**src/hw/pcrc_pkg.sv**
```systemverilog
package pcrc_pkg;
    localparam int DATA_W = 16;
    localparam int ADDR_W = 4;
    localparam int CNT_W = 5;
    localparam int LEN_W = 4;
    localparam int DEPTH_MAX = 16;
    localparam int DEPTH_MIN = 8;

    localparam logic [ADDR_W-1:0] ADDR_CONTROL = 4'h0;
    localparam logic [ADDR_W-1:0] ADDR_TERMS = 4'h4;
    localparam logic [ADDR_W-1:0] ADDR_WINDOW = 4'h8;

    localparam int CTL_LEN_LSB = 0;
    localparam int CTL_START = 4;
    localparam int CTL_EMPTY = 6;
    localparam int CTL_FULL = 7;
    localparam int CTL_CNT_LSB = 8;
    localparam int CTL_IDLE_STOP = 13;

    localparam logic [LEN_W-1:0] DEEP_LEN_MAX = 4'h7;
    localparam logic [DATA_W-1:0] TERMS_RW_MASK = 16'hfffe;

    typedef enum logic [1:0] {
        PCRC_IDLE,
        PCRC_LOAD,
        PCRC_SHIFT
    } pcrc_state_e;

    typedef struct packed {
        logic              wr;
        logic              rd;
        logic [ADDR_W-1:0] addr;
        logic [DATA_W-1:0] wdata;
    } pcrc_bus_s;
endpackage : pcrc_pkg

```
**src/hw/pcrc_top.sv**
```systemverilog
// Overview of operation
// - Terms from mask bits 15..1, length field.
// - x^0 and top x^(length) terms always applied.
// - Shifting only after start bit written one.
// - FIFO depth 8 if length>7, else 16.
// - Data window accepts byte-sized writes.
// - Word holds length field plus one bits.
// - Shift starts with start set and count nonzero; runs until count is zero.
// - Count decrements as each word's last bit (LSB) leaves.
// - One bit shifted per clock.
// - Full at depth, empty at zero.
// - Write while full rolls count to zero.
// - Interrupt when count goes one to zero.
// - Sleep freezes state, resumes afterwards.
// - Idle with stop bit suspends; no interrupts meanwhile.
// - Cleared start stops shifter once empty.
// - Count readable at control bits 12..8.
// - Length field is polynomial length minus one.
//
// Implementation choices: the strobed register port and the register addresses.
`timescale 1ns/100ps
module pcrc_top #(
    parameter int DATA_W = pcrc_pkg::DATA_W
) (
    input  wire logic                         i_clk,
    input  wire logic                         i_sys_rst,
    input  wire logic                         i_sleep,
    input  wire logic                         i_idle,
    input  wire logic [pcrc_pkg::ADDR_W-1:0]  i_addr,
    input  wire logic [DATA_W-1:0]            i_wdata,
    input  wire logic                         i_wr,
    input  wire logic                         i_rd,
    output logic      [DATA_W-1:0]            o_rdata,
    output logic                              o_irq
);
    pcrc_pkg::pcrc_bus_s bus;
    pcrc_pkg::pcrc_state_e state;

    logic [pcrc_pkg::LEN_W-1:0] poly_length_minus_one;
    logic [DATA_W-1:0]          polynomial_term_mask;
    logic                       shift_start_bit;
    logic                       stop_when_idle;
    logic [pcrc_pkg::CNT_W-1:0] fifo_word_count;
    logic [pcrc_pkg::LEN_W-1:0] bit_idx;
    logic [DATA_W-1:0]          shreg;
    logic [DATA_W-1:0]          fifo_out;
    logic [DATA_W-1:0]          crc_value;
    logic [pcrc_pkg::CNT_W-1:0] depth;
    logic                       fifo_full_flag;
    logic                       fifo_empty_flag;
    logic                       run_en;
    logic                       push;
    logic                       pop;
    logic                       rollover;
    logic                       step;
    logic                       msb_out;
    logic [DATA_W-1:0]          ctl_view;

    assign bus = '{wr: i_wr, rd: i_rd, addr: i_addr, wdata: i_wdata};

    // Sleep, or idle with the stop bit, freezes the shifter, count and FIFO; register writes still land.
    assign run_en = !i_sleep && !(i_idle && stop_when_idle);

    assign depth = (poly_length_minus_one > pcrc_pkg::DEEP_LEN_MAX)
                 ? pcrc_pkg::CNT_W'(pcrc_pkg::DEPTH_MIN)
                 : pcrc_pkg::CNT_W'(pcrc_pkg::DEPTH_MAX);
    assign fifo_full_flag = (fifo_word_count == depth);
    assign fifo_empty_flag = (fifo_word_count == '0);

    // A write to the data window, byte or word, holds one element unless suspended or the FIFO is full.
    assign push = run_en && bus.wr && (bus.addr == pcrc_pkg::ADDR_WINDOW);
    assign rollover = push && fifo_full_flag;
    assign step = run_en && (state == pcrc_pkg::PCRC_SHIFT);
    assign msb_out = step && (bit_idx == '0);
    // The next word loads as the last bit of the previous one leaves, so no cycle is lost.
    assign pop = (run_en && (state == pcrc_pkg::PCRC_LOAD))
              || (msb_out && (fifo_word_count > pcrc_pkg::CNT_W'(1)));

    always_ff @(posedge i_clk) begin
        if (i_sys_rst) begin
            poly_length_minus_one <= '0;
            shift_start_bit <= 1'b0;
            stop_when_idle <= 1'b0;
        end else if (bus.wr && bus.addr == pcrc_pkg::ADDR_CONTROL) begin
            poly_length_minus_one <= bus.wdata[pcrc_pkg::CTL_LEN_LSB +: pcrc_pkg::LEN_W];
            shift_start_bit <= bus.wdata[pcrc_pkg::CTL_START];
            stop_when_idle <= bus.wdata[pcrc_pkg::CTL_IDLE_STOP];
        end
    end

    always_ff @(posedge i_clk) begin
        if (i_sys_rst) begin
            polynomial_term_mask <= '0;
        end else if (bus.wr && bus.addr == pcrc_pkg::ADDR_TERMS) begin
            polynomial_term_mask <= bus.wdata & pcrc_pkg::TERMS_RW_MASK;
        end
    end

    always_ff @(posedge i_clk) begin
        if (i_sys_rst) begin
            fifo_word_count <= '0;
        end else if (rollover) begin
            fifo_word_count <= '0;
        end else if (push && !msb_out) begin
            fifo_word_count <= fifo_word_count + 1'b1;
        end else if (!push && msb_out) begin
            fifo_word_count <= fifo_word_count - 1'b1;
        end
    end

    // Shifter: load a word, then send length+1 bits, MSB first.
    always_ff @(posedge i_clk) begin
        if (i_sys_rst || rollover) begin
            state <= pcrc_pkg::PCRC_IDLE;
        end else if (run_en) begin
            case (state)
                pcrc_pkg::PCRC_IDLE: begin
                    if (shift_start_bit && !fifo_empty_flag) begin
                        state <= pcrc_pkg::PCRC_LOAD;
                    end
                end
                pcrc_pkg::PCRC_LOAD: begin
                    state <= pcrc_pkg::PCRC_SHIFT;
                end
                pcrc_pkg::PCRC_SHIFT: begin
                    if (bit_idx == '0) begin
                        if (fifo_word_count > pcrc_pkg::CNT_W'(1)) begin
                            state <= pcrc_pkg::PCRC_SHIFT;
                        end else begin
                            state <= pcrc_pkg::PCRC_IDLE;
                        end
                    end
                end
                default: begin
                    state <= pcrc_pkg::PCRC_IDLE;
                end
            endcase
        end
    end

    always_ff @(posedge i_clk) begin
        if (i_sys_rst) begin
            shreg <= '0;
            bit_idx <= '0;
        end else if (pop) begin
            shreg <= fifo_out;
            bit_idx <= poly_length_minus_one;
        end else if (step) begin
            shreg <= shreg << 1;
            bit_idx <= bit_idx - 1'b1;
        end
    end

    pcrc_fifo #(
        .WIDTH (DATA_W),
        .DEPTH (pcrc_pkg::DEPTH_MAX)
    ) u_fifo (
        .i_clk     (i_clk),
        .i_sys_rst (i_sys_rst),
        .i_flush   (rollover),
        .i_push    (push && !rollover),
        .i_data    (bus.wdata),
        .i_pop     (pop),
        .o_data    (fifo_out)
    );

    pcrc_engine #(
        .WIDTH (DATA_W)
    ) u_engine (
        .i_clk     (i_clk),
        .i_sys_rst (i_sys_rst),
        .i_step    (step),
        .i_bit     (shreg[poly_length_minus_one]),
        .i_len_m1  (poly_length_minus_one),
        .i_terms   (polynomial_term_mask),
        .o_crc     (crc_value)
    );

    // Interrupt pulse on the one-to-zero move; none raised while suspended.
    always_ff @(posedge i_clk) begin
        if (i_sys_rst) begin
            o_irq <= 1'b0;
        end else begin
            o_irq <= msb_out && !push && (fifo_word_count == pcrc_pkg::CNT_W'(1));
        end
    end

    always_comb begin
        ctl_view = '0;
        ctl_view[pcrc_pkg::CTL_LEN_LSB +: pcrc_pkg::LEN_W] = poly_length_minus_one;
        ctl_view[pcrc_pkg::CTL_START] = shift_start_bit;
        ctl_view[pcrc_pkg::CTL_EMPTY] = fifo_empty_flag;
        ctl_view[pcrc_pkg::CTL_FULL] = fifo_full_flag;
        ctl_view[pcrc_pkg::CTL_CNT_LSB +: pcrc_pkg::CNT_W] = fifo_word_count;
        ctl_view[pcrc_pkg::CTL_IDLE_STOP] = stop_when_idle;
    end

    always_ff @(posedge i_clk) begin
        if (i_sys_rst) begin
            o_rdata <= '0;
        end else if (bus.rd) begin
            case (bus.addr)
                pcrc_pkg::ADDR_CONTROL: o_rdata <= ctl_view;
                pcrc_pkg::ADDR_TERMS:   o_rdata <= polynomial_term_mask;
                pcrc_pkg::ADDR_WINDOW:  o_rdata <= crc_value;
                default:                o_rdata <= '0;
            endcase
        end else begin
            o_rdata <= '0;
        end
    end
endmodule : pcrc_top

```
**src/hw/pcrc_fifo.sv**
```systemverilog
`timescale 1ns/100ps
module pcrc_fifo #(
    parameter int WIDTH = 16,
    parameter int DEPTH = 16
) (
    input  wire logic             i_clk,
    input  wire logic             i_sys_rst,
    input  wire logic             i_flush,
    input  wire logic             i_push,
    input  wire logic [WIDTH-1:0] i_data,
    input  wire logic             i_pop,
    output logic      [WIDTH-1:0] o_data
);
    localparam int PW = $clog2(DEPTH);
    logic [WIDTH-1:0] mem [DEPTH];
    logic [PW-1:0]    wr_ptr;
    logic [PW-1:0]    rd_ptr;

    always_ff @(posedge i_clk) begin
        if (i_sys_rst || i_flush) begin
            wr_ptr <= '0;
        end else if (i_push) begin
            wr_ptr <= wr_ptr + 1'b1;
        end
    end

    always_ff @(posedge i_clk) begin
        if (i_sys_rst || i_flush) begin
            rd_ptr <= '0;
        end else if (i_pop) begin
            rd_ptr <= rd_ptr + 1'b1;
        end
    end

    always_ff @(posedge i_clk) begin
        if (i_push) begin
            mem[wr_ptr] <= i_data;
        end
    end

    assign o_data = mem[rd_ptr];
endmodule : pcrc_fifo

```
**src/hw/pcrc_engine.sv**
```systemverilog
`timescale 1ns/100ps
module pcrc_engine #(
    parameter int WIDTH = 16
) (
    input  wire logic             i_clk,
    input  wire logic             i_sys_rst,
    input  wire logic             i_step,
    input  wire logic             i_bit,
    input  wire logic [3:0]       i_len_m1,
    input  wire logic [WIDTH-1:0] i_terms,
    output logic      [WIDTH-1:0] o_crc
);
    logic [WIDTH-1:0] crc;
    logic [WIDTH-1:0] next_crc;
    logic             fb;

    // Feedback taken from the top stage of the programmed length.
    always_comb begin
        fb = crc[i_len_m1] ^ i_bit;
        next_crc = '0;
        for (int i = 0; i < WIDTH; i++) begin
            if (i == 0) begin
                next_crc[i] = fb;
            end else if (i <= int'(i_len_m1)) begin
                next_crc[i] = crc[i-1] ^ (fb & i_terms[i]);
            end
        end
    end

    always_ff @(posedge i_clk) begin
        if (i_sys_rst) begin
            crc <= '0;
        end else if (i_step) begin
            crc <= next_crc;
        end
    end

    assign o_crc = crc;
endmodule : pcrc_engine

```
**config.mk**
```make
export PLATFORM = sky130hd
export DESIGN_NAME = pcrc_top
export DESIGN_NICKNAME = d
export VERILOG_FILES = /design/src/hw/pcrc_pkg.sv /design/src/hw/pcrc_top.sv /design/src/hw/pcrc_fifo.sv /design/src/hw/pcrc_engine.sv
export SDC_FILE = /design/constraint.sdc
export NUM_CORES = 1
export LEC_CHECK = 0
export BUFFER_PORTS_ARGS = -buffer_cell sky130_fd_sc_hd__buf_2
export CORE_MARGIN = 3
export CORE_UTILIZATION = 50
export CTS_CLUSTER_SIZE = 25
export DETAILED_ROUTE_END_ITERATION = 8
export PLACE_DENSITY_LB_ADDON = 0.05
export SLEW_MARGIN = 20
export SYNTH_ARGS = -nofsm -noshare
export SYNTH_HDL_FRONTEND = slang
export SYNTH_SLANG_ARGS = --single-unit
export TNS_END_PERCENT = 5
```
**constraint.sdc**
```tcl
create_clock -name i_clk -period 3.25 [get_ports i_clk]
set_input_delay 0.1625 -clock i_clk [delete_from_list [all_inputs] [get_ports i_clk]]
set_output_delay 0.1625 -clock i_clk [all_outputs]
set_load 0.01 [all_outputs]
```
# Word-level counts from Yosys, hierarchy flattened
# Memories as Yosys holds them, arrays and structs flattened. A register that Yosys moved wholly into a read port is not among the register bits.
# Index checks and enable logic that the tools add are counted.
# op_classes
n_reduce_logical	33
mux	35
bitwise_logic	32
n_eq_ne	8
order_cmp	18
addsub	5
# ops
cell	count
16-bit case mux with 3 select lines	1
4-bit <= comparator (first input constant)	8
16-bit two-way mux	2
1-bit two-way mux	19
3-bit by 4-bit <= comparator with 1-bit output (first input constant)	4
1-bit logical AND	16
4-bit two-way mux	4
1-bit XOR	16
1-bit AND	15
5-bit two-way mux	3
4-bit by 1-bit adder with 4-bit output (second input constant)	2
1-bit binary-select mux with 4-bit select	2
2-bit by 4-bit <= comparator with 1-bit output (first input constant)	2
4-bit logical NOT	2
1-bit logical NOT	6
2-bit two-way mux	3
2-bit case mux with 3 select lines	1
5-bit by 1-bit adder with 5-bit output (second input constant)	1
5-bit by 1-bit equality test with 1-bit output (second input constant)	1
5-bit equality test	1
5-bit by 1-bit greater-than comparator with 1-bit output (second input constant)	1
5-bit logical NOT	1
4-bit by 5-bit < comparator with 1-bit output (second input constant)	1
5-bit by 1-bit subtractor with 5-bit output (second input constant)	1
other kinds (15)	18
# totals
n_memories	1
word_cells	145
in_bits	26
ff_bits	89
out_inout_bits	17
ramBits	256
# memory_table
name	depth	word_bits	rd	rd_ports_with_merged_regs	write_ports	line_no	rtl
u_fifo.mem	16	16	1	1	1	pcrc_fifo.sv:15	logic [WIDTH-1:0] mem [DEPTH];

# Logic depth before layout (Yosys ltp)
# logic_depth
word_depth	10
ltp_mapped	9
depth_no_buf	9

# Hierarchy
# A second synthesis with hierarchy kept.
# hier_totals
cells_unflattened	916
area_unflattened_um2	14408.8
# modules_own_cells
module	area_each_um2	n_inst	seq_area_each_um2	cells_each
pcrc_fifo	10282.4	1	7927.6	457
pcrc_top	3080.5	1	1301.2	341
pcrc_engine	1046.0	1	320.3	118

# Least setup slack after synthesis
# Ideal clock, no wire load.
# synth_path
path_type	input to register
start	input port i_addr[2] (netlist bit)
end	memory u_fifo.mem[3][0], enable pin
setup_ps	409
t_arrival_ps	2505
path_buffers	0
cell_stages	5
slack_ps	336
required_ps	2841
cell_sequence	nor4b_2 nand3_1 nor2_1 nand2_1 nor3_1
# synth_via
elab_chain_len	7
# synth_rtl
item	line_no	rtl
start, declared	pcrc_top.sv:29	input wire logic [pcrc_pkg::ADDR_W-1:0] i_addr,
4-bit equality test (*)	pcrc_top.sv:71	assign push = run_en && bus.wr && (bus.addr == pcrc_pkg::ADDR_WINDOW);
1-bit logical AND (*)	pcrc_top.sv:71	
1-bit logical AND	pcrc_top.sv:72	assign rollover = push && fifo_full_flag;
1-bit logical NOT	pcrc_top.sv:161	.i_push (push && !rollover),
1-bit logical AND (*)	pcrc_top.sv:161	
1-bit two-way mux (*)	pcrc_fifo.sv:36	if (i_push) begin
1-bit two-way mux (not written as such) (*)	pcrc_fifo.sv:37	mem[wr_ptr] <= i_data;
end, declared	pcrc_fifo.sv:15	
# Mark *: on every way between the ends. The rest lies on a longest branch, timed or not.

# Final worst setup path
# layout_path
start	register poly_length_minus_one[1] (netlist bit)
end	register u_engine.crc[14] (netlist: u_engine.o_crc[14])
# layout_via
elab_chain_len	6
elab_cells_between_ends	9
classes_between	order compare: 1; mux: 5; bitwise: 3
# layout_rtl
item	line_no	rtl
start, declared	pcrc_top.sv:39	logic [pcrc_pkg::LEN_W-1:0] poly_length_minus_one;
start signal, assigned	pcrc_top.sv:85	poly_length_minus_one <= bus.wdata[pcrc_pkg::CTL_LEN_LSB +: pcrc_pkg::LEN_W];
1-bit binary-select mux with 4-bit select (on tied branches)	pcrc_engine.sv:19, pcrc_top.sv:173	
1-bit two-way mux (on tied branches)	pcrc_engine.sv:19, pcrc_top.sv:173	
1-bit XOR	pcrc_engine.sv:19	fb = crc[i_len_m1] ^ i_bit;
1-bit AND	pcrc_engine.sv:25	next_crc[i] = crc[i-1] ^ (fb & i_terms[i]);
1-bit XOR	pcrc_engine.sv:25	
1-bit two-way mux (*)	pcrc_engine.sv:24	end else if (i <= int'(i_len_m1)) begin
end signal, assigned	pcrc_engine.sv:34	crc <= next_crc;
end, declared	pcrc_engine.sv:13	logic [WIDTH-1:0] crc;
# Mark *: on every way between the ends. The rest lies on a longest branch, timed or not. The select of a mux whose other input is x is not followed.
# A chain may end at the register's enable or synchronous reset.

==> metrics.cfg <==
[route]
vias = 8494
wl_met1_um = 15000
wl_per_cell_um = 25.6
drt-initial-drc-count = 793
drc_errors = 0
wl_met2_um = 18000
top_layer = met4
dr.pass1.iters = 7
ant_nets = 0
dr_wl_met3_um = 1980
drt_wl_total_um = 35600
via_per_inst = 6.10

[clock_tree]
clk_pin_slew_ns = 0.06
cts_resized = 0
cts_tree = yes
clock_path_buffers = 3
clock-root-buffer = clkbuf_16
clock_latency_ns = 0.52
cts.sinks = 349
cts_max_level = 2
numCtsBuffers = 38

[yosys]
synth.area.mux_share_pct = 13.7
ys_seq_elements = 349
synth-edff-count = 256
yosysTopAreaCell = edfxtp_1
yosys_warnings = 0
ys_types = 58
synth_top_area_share_pct = 54.1
synth_top_family_by_area = multiplexers
yosysMostFrequentCell = edfxtp_1
syn-num-nets = 956
synth_fa_ha_area_share_pct = 1.06
async_flop_share_pct = 0
synth-xor-area-share_pct = 1.03
synthesis.area_mm2 = 0.0142
syn_avg_cell_area_um2 = 15.5
synthTopCellsByArea = edfxtp_1, mux4_2, dfxtp_1
synth_top_flop_cell = edfxtp_1
synth_cells = 918
yosysSeqAreaShare_pct = 67.2
synthSimpleGateAreaFrac_pct = 8.07
synth_compound_area_share_pct = 6.67
synthTopCellsByCount = edfxtp_1, dfxtp_1, nand2_1

[min_path]
hp-start = i_wr
holdPathStages = 3
min_path_type = input port to flip-flop
hold_path_end = poly_length_minus_one[0]

[setup_path]
crit_chain = mux4_2, a22oi_2, nand3_2, xnor2_2, buf_4, nor4b_1, a211o_1
cp.arrival_ns = 3.31
critPathBufInv = 1
cpPeakStageDelay_ns = 0.96
crit_fanout = 20
endpoint_kind = flip-flop
crit_required_ns = 3.65
crit_path_top_delay_cell = dfxtp_1
reg2reg_slack_ns = 0.34
startpoint_type = flip-flop
cp_top_family = flip-flops
r2r_cells = 7
r2r-start = poly_length_minus_one[1]
crit_cells = 7
r2r-end = u_engine.o_crc[14]
critPathKind = flip-flop to flip-flop

[die]
io_pins = 43
initial_utilization_pct = 50.9
fp.coreArea_mm2 = 0.0279
core.rowCount = 61
dieArea_mm2 = 0.0305
die_h_um = 175
die_x_um = 175

[timing]
skew_ns = 0.0164
grt_setup_unrepaired = false
setup_violations = 0
period_share_pct = 89.5
fin_tns_setup_ns = 0
period_minus_slack_ns = 2.91
tightestPinTransition_ns = 0.975
slew_headroom_pct = 34.9
finalHoldViolations = 0
hold_ws_ns = 0.0245
fmax_mhz = 344
slew_viol_final = 0

[global_routing]
grt_pass1_wl_um = 54500
grt_max_degree = 46
track_usage_pct = 23.8
antenna_found_initial = 0
grt_pass1_vias = 8560
gr-total-overflow = 0

[finish]
areaGrowthSynthToFinish_pct = 15.1
fillCellCount = 2192
fin_util_pct = 58.5
antenna_cells = 0
drive_above_1_share_pct = 24.9
layout.nets = 1028

[run]
cap_violations = 0

[run_status]
status = finished clean

[power_and_ir_drop]
vdd_drop_max_uv = 805
finalPower_mw = 9.08
powerDensity_mw_per_mm2 = 555
p_leak_nw = 5.24

[placement]
hpwl_um = 22800
gp_congestion = 0.886
port_buffers = 42

==> registers in the layout (all words and copies together), names as in the netlist, named ones only <==
signal	count
poly_length_minus_one	4
u_engine.o_crc	16
shreg	16
o_rdata	16
u_fifo.rd_ptr	4
o_irq	1
stop_when_idle	1
state	2
polynomial_term_mask	15
u_fifo.mem	256
shift_start_bit	1
bit_idx	4
u_fifo.wr_ptr	4
fifo_word_count	5
==> where the power goes <==
group	internal (mW)	switching, mW	total (mW)
logic	0.0339	0.113	0.147
clock network	2.47	1.68	4.14
registers	4.78	0.00874	4.79
==> layout by cell type (no fill, tap or decap), types with 7 or more instances in the layout <==
| cell | n |
|---|---|
| ha_1 | 12 |
| clkbuf_16 | 39 |
| a211oi_1 | 13 |
| nor2_1 | 56 |
| nor2b_1 | 8 |
| inv_1 | 21 |
| a311oi_1 | 12 |
| mux4_2 | 84 |
| a32oi_1 | 8 |
| a22oi_1 | 7 |
| dfxtp_1 | 91 |
| a222oi_1 | 11 |
| clkinv_1 | 9 |
| edfxtp_1 | 256 |
| nor2_2 | 12 |
| nand2_1 | 86 |
| buf_4 | 38 |
| nand3_1 | 28 |
| a21oi_1 | 50 |
| buf_2 | 42 |
| buf_12 | 7 |
| xor2_1 | 7 |
==> what timing repair did <==
item,CTS,global route
hold endpoints to repair,1,0
buffers inserted,0,0
hold buffers,1,0
==> cell families (layout without fill, tap and decap cells) <==
group	after synthesis	count (layout)
adder cells (fa/ha/maj)	12	12
buffers and inverters	79	176
XOR/XNOR	15	15
multiplexers	89	89
AND/OR/NAND/NOR	240	240
flip-flops	349	349
AO/OA/AOI/OAI	134	134
==> cell type report <==
cell class              instances  area (um^2)  share of cell area, %
multi-input cells             490         4390                   26.9
repair buffers                 88          646                   3.95
clock buffers                  47         1020                   6.24
clock inverters                18          183                   1.12
inverters                      23         86.3                  0.528
flip-flops and latches        349         9550                   58.4
well taps                     378          473                   2.89
==> metal layers <==
metal  global-route usage, %  vias to the layer above
li1                        -                     3756
met1                    33.0                     4405
met2                    40.5                      276
met3                    3.48                       57
met4                    5.39                        0
met5                       0                        -
==> how the worst max path moves through the flow <==
| stage | from | to |
|---|---|---|
| 3_3_place_gp | poly_length_minus_one[1] | u_engine.o_crc[15] |
| 5_1_grt | poly_length_minus_one[1] | u_engine.o_crc[15] |
| 2_1_floorplan | i_addr[2] | u_fifo.mem[3][0] |
| 3_5_place_dp | poly_length_minus_one[1] | u_engine.o_crc[15] |
| 6_report | poly_length_minus_one[1] | u_engine.o_crc[14] |
| 4_1_cts | poly_length_minus_one[1] | u_engine.o_crc[15] |
==> metrics by stage <==
step / setup slack (ns) / instance area [um^2] / cells
3_3_place_gp: 0.413 / 15100 / 1327
3_5_place_dp: 0.356 / 15100 / 1327
5_1_grt: 0.200 / 16400 / 1393
6_report: 0.342 / 16400 / 1393
4_1_cts: 0.362 / 16400 / 1393
2_1_floorplan: 0.336 / 14200 / 918
==> worst min-delay path, stage by stage <==
cell and delay (ns):
buf_2 0.17, nand3_1 0.10, a21oi_1 0.06
Note: power is estimated with default switching activity, not from simulation.
